File: config.mk
export PLATFORM = sky130hd
export DESIGN_NAME = eth_dma_event_fifo_ctrl
export DESIGN_NICKNAME = d
export VERILOG_FILES = /design/src/hw/eth_dma_event_fifo_ctrl.v
export VERILOG_INCLUDE_DIRS = /design/src /design/src/hw
export SDC_FILE = /design/constraint.sdc
export NUM_CORES = 1
export LEC_CHECK = 0
export ABC_AREA = 1
export BUFFER_PORTS_ARGS = -buffer_cell sky130_fd_sc_hd__buf_2
export CORE_AREA = 10 10 168 170
export DETAILED_ROUTE_END_ITERATION = 8
export DIE_AREA = 0 0 178 180
export SYNTH_ARGS = -nofsm -noshare
export SYNTH_HDL_FRONTEND = slang
export SYNTH_SLANG_ARGS = --single-unit
File: constraint.sdc
create_clock -name I_SYS_CLK -period 1.5 [get_ports I_SYS_CLK]
set_input_delay 0.15 -clock I_SYS_CLK [delete_from_list [all_inputs] [get_ports I_SYS_CLK]]
set_output_delay 0.15 -clock I_SYS_CLK [all_outputs]
set_load 0.05 [all_outputs]
File: src/hw/eth_dma_event_regs.vh
`ifndef ETH_DMA_EVENT_REGS_VH
`define ETH_DMA_EVENT_REGS_VH

// word offsets (byte addresses)
`define OFF_MODE            8'h00
`define OFF_TX_GO           8'h04
`define OFF_RX_READY        8'h08
`define OFF_EVENT_STATUS    8'h14
`define OFF_EVENT_ENABLE    8'h18
`define OFF_DESC_ERR_MASK   8'h1C
`define OFF_DISCARD_COUNTER 8'h20
`define OFF_TX_START_LEVEL  8'h24
`define OFF_QUEUE_DEPTH     8'h28
`define OFF_RX_REARM        8'h2C

// event status bit positions
`define BIT_WRITEBACK   30
`define BIT_TX_ABORT    26
`define BIT_RX_ABORT    25
`define BIT_RX_CNT_OVF  24
`define BIT_DMA_FAULT   23
`define BIT_MAC_IRQ     22
`define BIT_TX_BATCH    21
`define BIT_TX_DESC_EMP 20
`define BIT_TX_UNDER    19
`define BIT_RX_DONE     18
`define BIT_RX_DESC_EMP 17
`define BIT_RX_OVF      16

// writable masks
`define STATUS_W1C_MASK 32'h47BFFFFF
`define ENABLE_RW_MASK  32'h7FFFFFFF
`define ERR_MASK_RW     32'h0000FFFF

// field layout
`define START_CODE_W    11
`define START_CODE_LIM  11'h400
`define DEPTH_CODE_W    5
`define DEPTH_CODE_LIM  5'h10
`define TX_DEPTH_LSB    8
`define CNT_MAX         16'hFFFF
`define BYTES_PER_CODE  4
`define BYTES_PER_DEPTH 256

// software reset hold
`define SOFT_RESET_CYCLES 7'd64

`endif
File: src/hw/eth_dma_event_fifo_ctrl.v
// Strobed register access and the address map are this design's own decisions.
`include "eth_dma_event_regs.vh"

// Notes on behaviour
// - status flags clear on writing one, except bit 22
// - bit 22 mirrors MAC core interrupt line
// - batch done once after all frames
// - tx depletion unless after frame end
// - underflow when FIFO empties mid frame
// - frame done per received frame always
// - rx depletion sets flag, clears ready
// - abort, overflow, fault flags write-one-clear
// - enable bit gates each flag
// - tx mask one excludes status bit
// - rx mask one excludes status bit
// - discard counter saturates at all ones
// - any write to the counter clears it
// - start code zero store-and-forward, else 4n
// - drain on whole frame or threshold
// - start level locked while tx active
// - tx depth 256(k+1), locked while active
// - rx depth same, locked while ready
// - select zero clears ready per frame
// - select one runs until stop/unowned
// - rearm select locked while ready
// - soft reset spares discard counter
module eth_dma_event_fifo_ctrl #(
	parameter CNT_W   = 16,
	parameter LEVEL_W = 13
) (
	input  wire        I_SYS_CLK,
	input  wire        I_RESET,
	input  wire [7:0]  I_ADDR,
	input  wire [31:0] I_WDATA,
	input  wire        I_WR,
	input  wire        I_RD,
	output reg  [31:0] O_RDATA,
	input  wire        I_MAC_IRQ,
	input  wire        I_TX_BATCH_END,
	input  wire        I_TX_DESC_FETCH,
	input  wire        I_TX_DESC_VALID,
	input  wire        I_TX_DESC_HAS_END,
	input  wire        I_TX_FIFO_EMPTY,
	input  wire        I_TX_IN_FRAME,
	input  wire [LEVEL_W-1:0] I_TX_FIFO_BYTES,
	input  wire        I_TX_FIFO_WHOLE_FRAME,
	input  wire        I_RX_FRAME_DONE,
	input  wire        I_RX_DESC_FETCH,
	input  wire        I_RX_DESC_OWNED,
	input  wire        I_RX_DISCARD,
	input  wire        I_TX_ABORT,
	input  wire        I_RX_ABORT,
	input  wire        I_RX_CNT_OVF,
	input  wire        I_DMA_FAULT,
	input  wire        I_RX_OVERFLOW,
	input  wire        I_WRITEBACK,
	input  wire [7:0]  I_TX_DESC_STATUS,
	input  wire [7:0]  I_RX_DESC_STATUS,
	input  wire        I_TX_PORT_EVT,
	input  wire        I_RX_PORT_EVT,
	output reg         O_IRQ,
	output reg         O_TX_ACTIVE,
	output reg         O_RX_READY,
	output reg         O_TX_DRAIN,
	output reg         O_TX_ERR_SUMMARY,
	output reg         O_RX_ERR_SUMMARY,
	output reg  [`START_CODE_W-1:0] O_TX_START_CODE,
	output reg  [`DEPTH_CODE_W-1:0] O_TX_DEPTH_CODE,
	output reg  [`DEPTH_CODE_W-1:0] O_RX_DEPTH_CODE,
	output reg         O_SOFT_RESET_BUSY
);

	reg  [31:0]        status_r;
	reg  [31:0]        enable_r;
	reg  [15:0]        err_mask_r;
	reg  [CNT_W-1:0]   discard_count_r;
	reg  [1:0]         rearm_r;
	reg  [6:0]         srst_cnt_r;
	reg                tx_after_end_r;
	reg                mode_r;
	wire               rx_auto_clear_select;
	wire               soft_rst;
	wire               mod_rst;
	wire               wr_status;
	wire [31:0]        set_vec;
	wire [31:0]        clr_vec;
	wire [31:0]        status_nxt;
	wire               tx_desc_empty_evt;
	wire               rx_desc_empty_evt;
	wire [LEVEL_W-1:0] start_bytes;
	wire [31:0]        start_prod;
	reg  [31:0]        rd_nxt;

	function hit;
		input [7:0] a;
		input [7:0] off;
		begin
			hit = (a == off);
		end
	endfunction

	assign rx_auto_clear_select = rearm_r[0];
	assign soft_rst  = I_WR && hit(I_ADDR, `OFF_MODE) && I_WDATA[0];
	assign mod_rst   = I_RESET || soft_rst;
	assign wr_status = I_WR && hit(I_ADDR, `OFF_EVENT_STATUS);

	// invalid descriptor right after frame end is not depletion
	assign tx_desc_empty_evt = I_TX_DESC_FETCH && !I_TX_DESC_VALID
		&& !tx_after_end_r;
	assign rx_desc_empty_evt = I_RX_DESC_FETCH && !I_RX_DESC_OWNED;

	assign set_vec = {1'b0, I_WRITEBACK, 3'b000,
		I_TX_ABORT, I_RX_ABORT, I_RX_CNT_OVF, I_DMA_FAULT,
		1'b0,
		I_TX_BATCH_END,
		tx_desc_empty_evt,
		I_TX_FIFO_EMPTY && I_TX_IN_FRAME,
		I_RX_FRAME_DONE,
		rx_desc_empty_evt,
		I_RX_OVERFLOW,
		I_TX_PORT_EVT ? (I_TX_DESC_STATUS & ~err_mask_r[15:8]) : 8'h00,
		I_RX_PORT_EVT ? (I_RX_DESC_STATUS & ~err_mask_r[7:0]) : 8'h00};

	// write one clears; a simultaneous set wins
	assign clr_vec = wr_status ? (I_WDATA & `STATUS_W1C_MASK) : 32'h00000000;
	assign status_nxt = ((status_r & ~clr_vec) | set_vec) & `STATUS_W1C_MASK;

	// code n means 4n bytes; code zero waits for a whole frame
	assign start_prod  = {21'h000000, O_TX_START_CODE} * `BYTES_PER_CODE;
	assign start_bytes = start_prod[LEVEL_W-1:0];

	always @(posedge I_SYS_CLK) begin
		if (mod_rst) begin
			status_r         <= 32'h00000000;
			enable_r         <= 32'h00000000;
			err_mask_r       <= 16'h0000;
			rearm_r          <= 2'b00;
			tx_after_end_r   <= 1'b0;
			mode_r           <= 1'b0;
			O_TX_ACTIVE      <= 1'b0;
			O_RX_READY       <= 1'b0;
			O_TX_START_CODE  <= 11'h000;
			O_TX_DEPTH_CODE  <= 5'h00;
			O_RX_DEPTH_CODE  <= 5'h00;
			O_IRQ            <= 1'b0;
			O_TX_DRAIN       <= 1'b0;
			O_TX_ERR_SUMMARY <= 1'b0;
			O_RX_ERR_SUMMARY <= 1'b0;
		end else begin
			status_r <= status_nxt | ({31'h0, I_MAC_IRQ} << `BIT_MAC_IRQ);
			O_IRQ <= |(((status_nxt & `STATUS_W1C_MASK) |
				({31'h0, I_MAC_IRQ} << `BIT_MAC_IRQ)) & enable_r);
			if (I_TX_DESC_FETCH)
				tx_after_end_r <= I_TX_DESC_VALID && I_TX_DESC_HAS_END;
			if (I_WR && hit(I_ADDR, `OFF_MODE))
				mode_r <= I_WDATA[6];
			if (I_WR && hit(I_ADDR, `OFF_EVENT_ENABLE))
				enable_r <= I_WDATA & `ENABLE_RW_MASK;
			if (I_WR && hit(I_ADDR, `OFF_DESC_ERR_MASK))
				err_mask_r <= I_WDATA[15:0];
			// locked while transmit is active
			if (I_WR && hit(I_ADDR, `OFF_TX_START_LEVEL) && !O_TX_ACTIVE)
				O_TX_START_CODE <= I_WDATA[`START_CODE_W-1:0];
			if (I_WR && hit(I_ADDR, `OFF_QUEUE_DEPTH)) begin
				if (!O_TX_ACTIVE)
					O_TX_DEPTH_CODE <= I_WDATA[12:8];
				if (!O_RX_READY)
					O_RX_DEPTH_CODE <= I_WDATA[4:0];
			end
			if (I_WR && hit(I_ADDR, `OFF_RX_REARM) && !O_RX_READY)
				rearm_r <= I_WDATA[1:0];
			// tx go: write one starts, hardware clears at end or depletion
			if (I_WR && hit(I_ADDR, `OFF_TX_GO) && I_WDATA[0])
				O_TX_ACTIVE <= 1'b1;
			else if (I_TX_BATCH_END || tx_desc_empty_evt)
				O_TX_ACTIVE <= 1'b0;
			// rx ready clear sources; software write one takes priority
			if (I_WR && hit(I_ADDR, `OFF_RX_READY))
				O_RX_READY <= I_WDATA[0];
			else if (rx_desc_empty_evt)
				O_RX_READY <= 1'b0;
			else if (I_RX_FRAME_DONE && !rx_auto_clear_select)
				O_RX_READY <= 1'b0;
			O_TX_DRAIN <= I_TX_FIFO_WHOLE_FRAME ||
				((O_TX_START_CODE != 11'h000) && (I_TX_FIFO_BYTES > start_bytes));
			if (I_TX_PORT_EVT)
				O_TX_ERR_SUMMARY <= |(I_TX_DESC_STATUS & ~err_mask_r[15:8]);
			if (I_RX_PORT_EVT)
				O_RX_ERR_SUMMARY <= |(I_RX_DESC_STATUS & ~err_mask_r[7:0]);
		end
	end

	// counter kept across soft reset
	always @(posedge I_SYS_CLK) begin
		if (I_RESET)
			discard_count_r <= {CNT_W{1'b0}};
		else if (I_WR && hit(I_ADDR, `OFF_DISCARD_COUNTER))
			discard_count_r <= {CNT_W{1'b0}};
		else if (I_RX_DISCARD && (discard_count_r != {CNT_W{1'b1}}))
			discard_count_r <= discard_count_r + {{(CNT_W-1){1'b0}}, 1'b1};
	end

	// busy window after soft reset
	always @(posedge I_SYS_CLK) begin
		if (I_RESET) begin
			srst_cnt_r        <= 7'd0;
			O_SOFT_RESET_BUSY <= 1'b0;
		end else if (soft_rst) begin
			srst_cnt_r        <= `SOFT_RESET_CYCLES;
			O_SOFT_RESET_BUSY <= 1'b1;
		end else if (srst_cnt_r != 7'd0) begin
			srst_cnt_r        <= srst_cnt_r - 7'd1;
			O_SOFT_RESET_BUSY <= (srst_cnt_r != 7'd1);
		end
	end

	always @* begin
		rd_nxt = 32'h00000000;
		case (I_ADDR)
		`OFF_MODE:            rd_nxt = {25'h0, mode_r, 6'h00};
		`OFF_TX_GO:           rd_nxt = {31'h0, O_TX_ACTIVE};
		`OFF_RX_READY:        rd_nxt = {31'h0, O_RX_READY};
		`OFF_EVENT_STATUS:    rd_nxt = status_r;
		`OFF_EVENT_ENABLE:    rd_nxt = enable_r;
		`OFF_DESC_ERR_MASK:   rd_nxt = {16'h0, err_mask_r};
		`OFF_DISCARD_COUNTER: rd_nxt = {{(32-CNT_W){1'b0}}, discard_count_r};
		`OFF_TX_START_LEVEL:  rd_nxt = {21'h0, O_TX_START_CODE};
		`OFF_QUEUE_DEPTH:     rd_nxt = {19'h0, O_TX_DEPTH_CODE, 3'b000, O_RX_DEPTH_CODE};
		`OFF_RX_REARM:        rd_nxt = {30'h0, rearm_r};
		default:              rd_nxt = 32'h00000000;
		endcase
	end

	always @(posedge I_SYS_CLK) begin
		if (I_RESET)
			O_RDATA <= 32'h00000000;
		else if (I_RD)
			O_RDATA <= rd_nxt;
		else
			O_RDATA <= 32'h00000000;
	end

endmodule

==> flow_results.org, run 1 <==
** Clocking
- The root buffer cell chosen for the clock tree is clkbuf_16.
- CTS built an H-tree with a depth of 4.
- Clock Sinks :: 161
- Longest Clk Path Bufs :: 2
- TritonCTS created 17 clock buffers.
- TritonCTS built the clock tree.
- The later pin in the worst-skew pair is clocked with a latency of 0.44 ns.
- Clock-pin slew was measured on the worst setup and hold paths at 0.07 ns.

** Route
- Wire length after detailed routing :: 27660 um
- For this run, design rule violations remaining after detail routing come to 0.
- After detailed routing, the average wire length per cell comes to roughly 17 um.
- Number of iterations in the first detailed-routing pass :: 6
- The count of nets left with antenna violations once routing finished came out at 0.
- Via count :: 7877
- Drt first-iter violations :: 627
- After detailed routing, the number of vias per cell comes to 4.777.

** Place
- Routability-driven placement finished with a final weighted congestion of 0.9221.
- The placed instances occupy a cell area of 0.009479 mm2.
- Input and output buffers added on the ports amount to 150.
- Detailed placement finished with a half-perimeter wire length of 20880 um.
- At the placement stage, the worst setup path has a slack of -0.3033 ns.

** Critical path
- The worst setup path is launched from a register.
- Of all nets on the critical path, the largest fanout is 5.
- Arrival time reported for the critical path endpoint :: 1.92 ns
- Critical path's top delay family :: simple AND/OR/NAND/NOR gates
- Traced cell by cell, the critical path runs through ha_4, nand3_2, nor3_2, nand3_1, nand2_4, inv_6, buf_4, nand4_1, o21ai_1, a21oi_1.
- Standard cell with the maximum stage delay on the critical path :: dfxtp_4
- At the worst endpoint, the required time is 1.85 ns.
- Kind of end point of the critical path :: register
- Counting both buffers and inverters, the worst setup path holds a total of 2.
- Delay contributed by the slowest stage of the critical path :: 0.37 ns
- Path type of the worst setup path :: reg -> reg
- Setup slack on the worst reg-to-reg path comes out at -0.06 ns.

** Layout
- Ratio of cells with drive above 1 in the final layout :: 31.03%
- Measured on the finished design, the core utilization comes to 42.58%.
- From synthesis to final layout, the design area changed by 44.19%.
- Layout fillers :: 2544
- Number of nets in the layout :: 1412
- The finished cells cover 0.01060 mm2.

** Yosys
- Summing the sequential cell areas from Yosys gives 43.85% of the chip area.
- Summed over its instances, the top area cell type makes up 43.85% of the synthesized netlist area.
- Among all flip-flop cells after synthesis, the most frequent one is dfxtp_1.
- The synthesized design contains about 160 register bits.
- Net count after synthesis :: 1120
- Number of synthesized flops with an enable pin :: 0
- Number of warning messages in the yosys log :: 0
- Syn avg cell area :: about 7.3 um2
- Dominant cell type by area after synthesis :: dfxtp_1
- In the synthesized netlist, the cells that appear most often are nand2_1 (240), dfxtp_1 (161), a21oi_1 (149).
- After synthesis, the share of flip-flops with an asynchronous set or reset is 0%.
- In the post-synthesis netlist, the biggest area contributors are dfxtp_1 (44%), nand2_1 (12%), a21oi_1 (10%), inv_1 (5.8%), nor2_1 (3.1%).
- Most frequent cell after synthesis :: nand2_1
- The synthesized netlist contains 44 unique library cells.
- In the synthesized netlist, the number of instances is 1013.
- Summing every instance area after synthesis gives between 0.007 and 0.008 mm2.

** Global routing
- Via count of the first global-routing pass :: 7779
- Global-route wire length before repair :: 42250 um
- Maximum number of pins on one net before global-route repair :: 51
- Final global-route overflow total :: 0
- Antenna violations before repair :: 1
- In the global route stage, overall resource usage came out at 16.79%.

** Floorplan
- The core region is 0.02489 mm2.
- In this run the horizontal extent of the chip is roughly 180 um.
- Row count :: 58
- I/O pin total :: about 150
- Die Area :: 0.03204 mm2
- Die Span Y :: 180 um
- The initial utilization of the core area, before any placement, comes to 29.53%.

** Pwr
- Per report_power, the sequential group accounts for 45.0% of the total.
- Power dissipated by switching net loads :: 0.002765 W
- The internal power of the cells totals between 0.007 and 0.008 W.
- Clock Power Share :: 41.3%
- Combinational power share :: 13.8%
- Power density relative to cell area :: ~950 mW/mm2
- Leak :: 4.412 nW
- In this run switching power makes up 27.53% of total power.
- Peak supply drop :: 534.8 uV

** Status
- The run finished, with violations left.
- Violated checks :: setup timing

** Timing
- Setup slack on the critical path of the routed design comes to -0.06138 ns.
- Clock skew on the completed layout was measured at approximately 0.013 ns.
- Setup violations remaining at the end of the flow were counted as 10.
- The final number of hold-violating endpoints came to 0.
- Final cycle utilization of the critical path :: 104.1%
- Final slew viol count :: 0
- Setup repair after global routing could not meet its margin everywhere.
- Summed over all failing endpoints, the final setup total negative slack is -0.4024 ns.
- Max Freq :: 640.5 MHz
- Min cycle time layout :: approximately 1.6 ns

** Job
- Max-capacitance violation count :: 0

** Min path
- Worst Hold Class :: in -> reg
[stage by stage]
| step | cells | hold WS, ns | power (W) |
|---|---|---|---|
| after detailed placement | 1583 | 0.3849 | 0.005872 |
| final | 1649 | 0.01339 | 0.01004 |
| after global placement | 1583 | 0.3592 | 0.005851 |
| after CTS | 1646 | 0.005461 | 0.01006 |
| after global routing | 1649 | 0.02502 | 0.01044 |
| after floorplan | 1013 | 0.2191 | 0.005363 |
[repair_timing]
action | CTS | global route
pin swaps | 11 | 16
hold buffers | 26 | 1
hold endpoints to repair | 25 | 1
resized for setup | 20 | 43
endpoints found under the setup margin | 11 | 17
gates cloned | 0 | 0
setup buffers | 5 | 4
[tightest hold or removal path: cells and delay by family]
kind | cells | cell delay (ns)
AO/OA/AOI/OAI | 1 | 0.06
buffers and inverters | 1 | 0.13
AND/OR/NAND/NOR | 1 | 0.07
[power by group through the flow]
stage,combinational [W],sequential (W),clock (W)
after floorplan,0.000710,0.00465,0
after global placement,0.00125,0.00460,0
after detailed placement,0.00127,0.00461,0
after CTS,0.00136,0.00451,0.00419
after global routing,0.00155,0.00453,0.00436
final,0.00138,0.00452,0.00415
[layout by cell type, fill, tap and decap left out, types with 8 or more instances in the layout]
cell type / count
inv_2: 15
dfxtp_4: 8
buf_12: 12
dfxtp_1: 147
nor2_4: 13
nand4_1: 20
nor2_1: 54
nand3_1: 29
inv_1: 107
nor2_2: 9
dlygate4sd3_1: 27
nand2_1: 234
o21ai_1: 37
o21ai_0: 37
o22ai_1: 19
clkbuf_16: 18
buf_2: 150
a21oi_1: 146
buf_4: 120
[sequential cells by signal (all words and copies together) (netlist names)]
name and flops:
O_TX_ERR_SUMMARY 1, err_mask_r 16, enable_r 31, O_IRQ 1
rearm_r 2, O_SOFT_RESET_BUSY 1, O_RDATA 31, status_r 28
srst_cnt_r 7, O_RX_READY 1, O_TX_START_CODE 11, O_RX_ERR_SUMMARY 1
discard_count_r 16, O_TX_ACTIVE 1, tx_after_end_r 1, O_RX_DEPTH_CODE 5
O_TX_DRAIN 1, O_TX_DEPTH_CODE 5, mode_r 1
[cell type report]
class | count | area [um2] | area share, %
inverters | 126 | 484.2 | 4.569
clock inverters | 10 | 75.07 | 0.7083
clock buffers | 22 | 475.5 | 4.486
multi-input cells | 684 | 3659 | 34.52
well taps | 330 | 412.9 | 3.896
repair buffers | 315 | 2230 | 21.04
diodes | 1 | 2.502 | 0.02361
flip-flops and latches | 161 | 3261 | 30.76
[path summary, 6_finish.rpt]
path / startpoint / end / cells after the start
hold / removal: I_WDATA[15] / enable_r[15] / 3
setup reg to reg: discard_count_r[0] / discard_count_r[8] / 10
hold reg to reg: enable_r[29] / O_RDATA[29] / 2
setup / recovery: discard_count_r[0] / discard_count_r[8] / 10
[logic make-up after synthesis]
group	share of synthesized area (%)
simple gates	23.61
compound gates	19.76
buf+inv	9.617
flops	43.85
fa+ha+maj	2.383
xor+xnor	0.5959
other cells	0.05101
mux	0.1362
[routing by layer]
metal  part of all wire, %  GRT usage, %
met1                    43         20.39
met2                    48         27.61
met3                   6.4         3.940
met4                   3.0         7.205
met5                     0             0
No activity file was read; power rests on OpenSTA's default activity.
==> run 2: changes to the inputs <==
--- a/config.mk
+++ b/config.mk
@@ -7,10 +7,12 @@
 export NUM_CORES = 1
 export LEC_CHECK = 0
 export ABC_AREA = 1
+export ABC_CLOCK_PERIOD_IN_PS = 1500
 export BUFFER_PORTS_ARGS = -buffer_cell sky130_fd_sc_hd__buf_2
 export CORE_AREA = 10 10 168 170
 export DETAILED_ROUTE_END_ITERATION = 8
 export DIE_AREA = 0 0 178 180
+export SETUP_SLACK_MARGIN = 0.15
 export SYNTH_ARGS = -nofsm -noshare
 export SYNTH_HDL_FRONTEND = slang
 export SYNTH_SLANG_ARGS = --single-unit
==> constraint.sdc (replaced) <==
create_clock -name I_SYS_CLK -period 1.5 [get_ports I_SYS_CLK]
set_input_delay 0.075 -clock I_SYS_CLK [delete_from_list [all_inputs] [get_ports I_SYS_CLK]]
set_output_delay 0.075 -clock I_SYS_CLK [all_outputs]
set_load 0.05 [all_outputs]
==> flow_results.org, run 2 (synthesis gave the netlist of run 1 again) <==
** Status
- Outcome :: finished, violations left
- The checks that failed: setup timing.

** Route
- Wire length after detailed routing :: 28110 um (+1.6%)
- Routed vias/inst :: 4.778 (about the same)
- WL per Instance :: 16.88 um (+0.67%)
- Drt first-iter violations :: 582 (-7.2%)
- The detailed-route DRC error count was 0 (unchanged).
- Count of antenna-violating nets left after detailed routing :: 0 (unchanged)
- Via count :: 7956 (+1.0%)
- Number of iterations in the first detailed-routing pass :: 5 (-1)

** Clocking
- Clock-pin transition on the worst setup and hold timing paths :: 0.07 ns (about the same)
- The maximum level of the CTS H-tree came to 4 (unchanged).
- The clock latency at the later pin of the worst-skew pair came to 0.43 ns (about the same).
- The maximum buffer depth of the clock tree came to 2 (unchanged).
- CTS buffer count :: 17 (unchanged)
- Clock Sinks :: 161 (unchanged)
- In this run the clock root is driven by a clkbuf_16.
- TritonCTS clock tree :: done

** Place
- Placed wire-length estimate after detailed placement :: 20830 um (-0.26%)
- The placed instance area is 0.009384 mm2 (-1.0%).
- The final weighted congestion of routability-driven global placement is 0.9151 (-0.76%).
- The number of buffer cells added on primary ports was 150 (unchanged).

** Floorplan
- Row count :: 58 (unchanged)
- I/O pin total :: 153 (unchanged)
- Starting density of the core :: 29.53% (unchanged)
- Core Box Area :: 0.02489 mm2 (unchanged)
- Die Span Y :: 180 um (unchanged)
- The die width was 178 um (unchanged).
- The die outline area was 0.03204 mm2 (unchanged).

** Layout
- The largest registers in the layout are O_RDATA x31, enable_r x31, status_r x28.
- The final core area utilization is 44.03% (+1.4 points).
- Number of nets in the layout :: 1428 (+1.1%)
- Layout fillers :: 2497 (-1.8%)
- From synthesis to final layout, the design area changed by 49.09%.
- The fraction of layout instances using a drive strength above 1 was 31.33% (+0.30 points).
- In the layout the commonest cells are nand2_1 (234), buf_2 (150), dfxtp_1 (145), a21oi_1 (145), buf_4 (107).
- Leaving out fill and tap cells, the most frequent cell in the layout is nand2_1.
- The final non-filler cell area is 0.01096 mm2 (+3.4%).

** Pwr
- The leakage component of the power was 4.617 nW (+4.6%).
- Peak supply drop :: 771.2 uV (+44%)
- The total design power came to 0.01058 W (+5.4%).
- Power density relative to cell area :: 965.7 mW/mm2 (+1.9%)

** Critical path
- Setup slack on the worst flop-to-flop path :: -0.17 ns (-0.11 ns)
- Arrival time reported for the critical path endpoint :: 1.99 ns (+0.07 ns)
- STA classifies the critical path startpoint as a register.
- Startpoint of the most critical setup path :: discard_count_r[1]
- Startpoint of the lowest-slack register-to-register path :: discard_count_r[1]
- Path type of the worst setup path :: reg -> reg
- The largest fanout on the critical path was 4 (-1).
- Kind of end point of the critical path :: register
- The critical path required time was 1.82 ns (-0.03 ns).

** Global routing
- The largest net degree at the start of global routing is 47 (-7.8%).
- Final global-route overflow total :: 0 (unchanged)
- The wire length of the first global-routing pass is 43600 um (+3.2%).
- Total Routing Usage GR :: 17.14% (+0.35 points)
- Via count of the first global-routing pass :: 8030 (+3.2%)
- Antenna violations before repair :: 1 (unchanged)

** Timing
- The final number of hold-violating endpoints came to 0 (unchanged).
- Final WS setup :: -0.1713 ns (-0.1099 ns)
- Final slew viol count :: 0 (unchanged)
- Final cycle utilization of the critical path :: 111.4% (+7.3 points)
- The final sum of negative setup slack was -0.8973 ns (-0.4949 ns).
- RSZ-0062 raised after global routing :: true
- Min cycle time layout :: 1.671 ns (+0.1099 ns)
- Max Freq :: 598.3 MHz (-6.6%)
- The final number of setup-violating endpoints came to 13 (+3).
- Worst clock skew :: 0.01014 ns (-0.002595 ns)

** Job
- The max-capacitance violation count came to 0 (unchanged).

** Min path
- Worst Hold Class :: in -> reg
- The startpoint identified for the worst hold timing path is I_WDATA[0].
run 2: final timing paths:
kind / endpoint / cells past startpoint
min: O_RX_READY / 3
max: discard_count_r[14] / 12
min reg2reg: O_RDATA[28] / 2
max reg2reg: discard_count_r[14] / 12
run 2: routing by layer:
metal	GRT usage [%]	vias up	share of wire [%]	wire length, um
met5	0	-	0	0
met4	7.038	0	2.8	795
met3	3.039	44	5.8	1617
met2	28.26	250	49	13730
met1	21.47	3677	43	11970
li1	-	3985	-	-
run 2: power by group:
group	switching (W)	leakage, nW	total (W)	internal [W]
Combinational	0.000820	3.00	0.00146	0.000637
Clock	0.00191	0.303	0.00461	0.00270
Sequential	0.000100	1.32	0.00452	0.00442
run 2: final cells by class:
| cell class | count | area, um2 | area share [%] |
|---|---|---|---|
| sequential | 161 | 3263 | 29.77 |
| tap | 330 | 412.9 | 3.768 |
| antenna | 1 | 2.502 | 0.02283 |
| timing repair buffer | 331 | 2419 | 22.07 |
| clock inverter | 13 | 173.9 | 1.587 |
| multi-input combinational | 684 | 3759 | 34.30 |
| inverter | 126 | 486.7 | 4.441 |
| clock buffer | 19 | 442.9 | 4.042 |
run 2: per-stage QoR:
step / hold slack (ns) / setup slack (ns) / instances
2_1_floorplan: 0.1441 / 0.01135 / 1013
3_3_place_gp: 0.2837 / -0.2487 / 1571
3_5_place_dp: 0.2919 / -0.3026 / 1571
4_1_cts: 0.002500 / -0.05590 / 1656
5_1_grt: 0.008018 / -0.2353 / 1665
6_report: 0.01327 / -0.1713 / 1665
run 2: critical path, cell delays in order (launching register included):
cell	delay, ns
dfxtp_4	0.37
ha_4	0.14
nand3_2	0.08
nor3_2	0.15
nand3_1	0.11
nand2_2	0.17
inv_4	0.08
nand3_4	0.10
nor2_2	0.04
nand2_1	0.09
inv_2	0.06
a21oi_2	0.12
nor2_1	0.05
run 2: timing repair:
item / 4_1_cts / 5_1_grt
endpoints found under the hold margin: 65 / 0
setup endpoints to repair: 20 / 46
hold buffers: 52 / 0
pin swaps: 12 / 20
setup buffers: 1 / 8
gates resized for setup: 20 / 78
==> run 3: changes to the inputs <==
--- a/config.mk
+++ b/config.mk
@@ -12,6 +12,7 @@
 export CORE_AREA = 10 10 168 170
 export DETAILED_ROUTE_END_ITERATION = 8
 export DIE_AREA = 0 0 178 180
+export MAX_ROUTING_LAYER = met4
 export SETUP_SLACK_MARGIN = 0.15
 export SYNTH_ARGS = -nofsm -noshare
 export SYNTH_HDL_FRONTEND = slang
==> flow_results.org, run 3 (synthesis gave the netlist of run 1 again) <==
** Route
- Drt first-iter violations :: 595 (+2.2%)
- Wire length after detailed routing :: 28210 um (+0.34%)
- Via count :: 8004 (+0.60%)
- Remaining routing DRC violations :: 0 (unchanged)
- Routed vias/inst :: 4.807 (+0.60%)
- Number of iterations in the first detailed-routing pass :: 5 (unchanged)
- Count of antenna-violating nets left after detailed routing :: 0 (unchanged)
- The average wire length per cell after detail routing came to 16.94 um (+0.34%).

** Pwr
- Cell internal pwr :: 0.007757 W (about the same)
- Seq pwr share :: 42.7% (about the same)
- Leak :: 4.617 nW (unchanged)
- The power density of the placed cells came to 966.2 mW/mm2 (about the same).
- The largest vdd supply drop is 767.4 uV (-0.49%).
- Combinational power share :: 13.8% (about the same)
- Power dissipated by switching net loads :: 0.002831 W (+0.17%)
- Clock Power Share :: 43.5% (about the same)
- Switching power as a share of total power :: 26.74% (+0.035 points)

** Clocking
- The total clock buffers created by CTS was 17 (unchanged).
- Deepest level of the CTS H-tree :: 4 (unchanged)
- Clock network latency to the later pin of the worst-skew pair :: 0.43 ns (about the same)
- Clock Sinks :: 161 (unchanged)
- Longest Clk Path Bufs :: 2 (unchanged)
- Clock-pin transition on the worst setup and hold timing paths :: 0.07 ns (about the same)
- CTS Root Cell :: clkbuf_16
- TritonCTS built the clock tree.

** Layout
- Most frequent cells in the layout :: nand2_1 (234), buf_2 (150), dfxtp_1 (145), a21oi_1 (145), buf_4 (107)
- Regs by FF count :: O_RDATA x31, enable_r x31, status_r x28
- Ratio of cells with drive above 1 in the final layout :: 31.33% (unchanged)
- Most common library cell in the layout ignoring fill and taps :: nand2_1
- The final instance count without filler cells was 1665 (unchanged).
- Number of nets in the layout :: 1428 (unchanged)
- The area growth from synthesis to layout came to 49.09% (unchanged).
- Layout fillers :: 2497 (unchanged)

** Timing
- The time the final worst path needs with I/O delays and setup came to 1.650 ns (-0.02082 ns).
- The share of the clock period used by the worst path after layout is 110.0% (-1.4 points).
- The final number of hold-violating endpoints was 0 (unchanged).
- Worst clock skew :: 0.009338 ns (-0.0008004 ns)
- The worst path setup slack after routing came to -0.1505 ns (+0.02082 ns).
- Setup_tns :: -0.6487 ns (+0.2486 ns)
- The final number of setup-violating endpoints came to 10 (-3).
- Final slew viol count :: 0 (unchanged)
- Setup repair after global routing could not meet its margin everywhere.
- Worst hold slack after final layout :: 0.01472 ns (+0.001451 ns)
- The maximum clock rate was 605.9 MHz (+1.3%).

** Critical path
- Delay contributed by the slowest stage of the critical path :: 0.37 ns (about the same)
- Number of cells on the worst reg-to-reg path :: 12 (unchanged)
- Last element of the critical path :: discard_count_r[14]
- Startpoint of the most critical setup path :: discard_count_r[1]
- CP startpoint kind :: register
- The worst setup path is of the reg -> reg kind.
- Crit path max fanout :: 4 (unchanged)
- The largest individual stage delay along the critical path comes from the cell dfxtp_4.
- Worst-path cell chain :: ha_4, nand3_2, nor3_2, nand3_1, nand2_2, inv_4, nand3_4, nor2_2, nand2_1, inv_2, a21oi_2, nor2_1
- The critical path depth in cells was 12 (unchanged).
- The worst setup path is captured at a register.
- The data arrival time at the worst-slack endpoint came to 1.97 ns (-0.02 ns).
- Critical path's top delay family :: simple AND/OR/NAND/NOR gates
- R2r endpoint :: discard_count_r[14]
- Startpoint of the lowest-slack register-to-register path :: discard_count_r[1]
- The critical path required time was 1.82 ns (about the same).
- The worst reg-to-reg setup slack came to -0.15 ns (+0.02 ns).
- The sum of buffers and inverters on the critical path was 2 (unchanged).

** Status
- The run finished, with violations left.
- The final reports fail on setup timing.

** Place
- Number of port buffers :: 150 (unchanged)
- Last weighted congestion value of the routability-driven placer :: 0.9310 (+1.7%)
- The number of instances in the placed design is 1571 (unchanged).
- The estimated wirelength of the detail-placed design is 20830 um (unchanged).

** Floorplan
- The die extent in y was 180 um (unchanged).
- The area of the core is 0.02489 mm2 (unchanged).
- Starting density of the core :: 29.53% (unchanged)
- Die outline width :: 178 um (unchanged)
- The die outline area came to 0.03204 mm2 (unchanged).
- I/O pin total :: 153 (unchanged)
- The floorplan row count came to 58 (unchanged).

** Global routing
- The total track usage was 17.63% (+0.49 points).
- The via count of the first global-routing pass came to 8036 (+0.075%).
- Final global-route overflow total :: 0 (unchanged)
- Maximum number of pins on one net before global-route repair :: 47 (unchanged)
- Antenna violations before repair :: 1 (unchanged)
- The wire length of the first global-routing pass was 43590 um (about the same).

** Min path
- Worst Hold Class :: in -> reg

** Job
- Max-capacitance violation count :: 0 (unchanged)
[run 3: cell counts in the layout (fill, tap and decap cells not counted)]
Identical to the previous run, type by type.
[run 3: what timing repair did]
action	CTS	global route
setup endpoints to repair	20	48
resized for setup	20	78
buffers inserted	1	8
endpoints found under the hold margin	65	0
cloned	0	0
hold buffers	52	0
pin swaps	12	20
[run 3: worst min-delay path by stage]
stage,startpoint,endpoint,cells after the start
after global routing,I_WDATA[2],enable_r[2],3
after detailed placement,I_TX_DESC_FETCH,tx_after_end_r,2
after CTS,I_WDATA[0],O_RX_READY,3
after global placement,I_TX_DESC_FETCH,tx_after_end_r,2
final,I_WDATA[0],O_RX_READY,3
after floorplan,I_RESET,O_SOFT_RESET_BUSY,1
[run 3: worst reg2reg max path, cell delays in order, from the launching register on]
cell and delay (ns):
dfxtp_4 0.37, ha_4 0.14, nand3_2 0.08, nor3_2 0.14, nand3_1 0.11, nand2_2 0.16
inv_4 0.08, nand3_4 0.10, nor2_2 0.04, nand2_1 0.09, inv_2 0.06, a21oi_2 0.12
nor2_1 0.05
[run 3: metrics by stage]
stage	util, %	worst slack [ns]	power, W	area [um2]
finish	44.03	-0.1505	0.01059	10960
global route	44.03	-0.2353	0.01101	10960
CTS	42.72	-0.05590	0.01060	10630
detailed placement	37.70	-0.3026	0.005878	9384
global placement	37.70	-0.2487	0.005849	9384
floorplan	-	0.01135	0.005364	7412
[run 3: area by class of cell]
type                       instances  area (um2)  area share [%]
multi-input combinational        684        3759           34.30
antenna                            1       2.502         0.02283
sequential                       161        3263           29.77
clock inverter                    13       173.9           1.587
timing repair buffer             331        2419           22.07
inverter                         126       486.7           4.441
clock buffer                      19       442.9           4.042
tap                              330       412.9           3.768
[run 3: per-layer routing]
layer,track usage [%],wire (um),vias up
met5,-,0,-
met4,7.038,820,0
met3,2.682,1691,46
met2,28.28,13700,281
met1,21.70,12000,3696
li1,-,-,3981
[run 3: power groups by stage]
stage          clock [W]  sequential [W]  combinational (W)
6_report         0.00461         0.00452            0.00146
3_3_place_gp           0         0.00460            0.00124
3_5_place_dp           0         0.00461            0.00127
5_1_grt          0.00486         0.00454            0.00162
2_1_floorplan          0         0.00465           0.000710
4_1_cts          0.00469         0.00451            0.00140
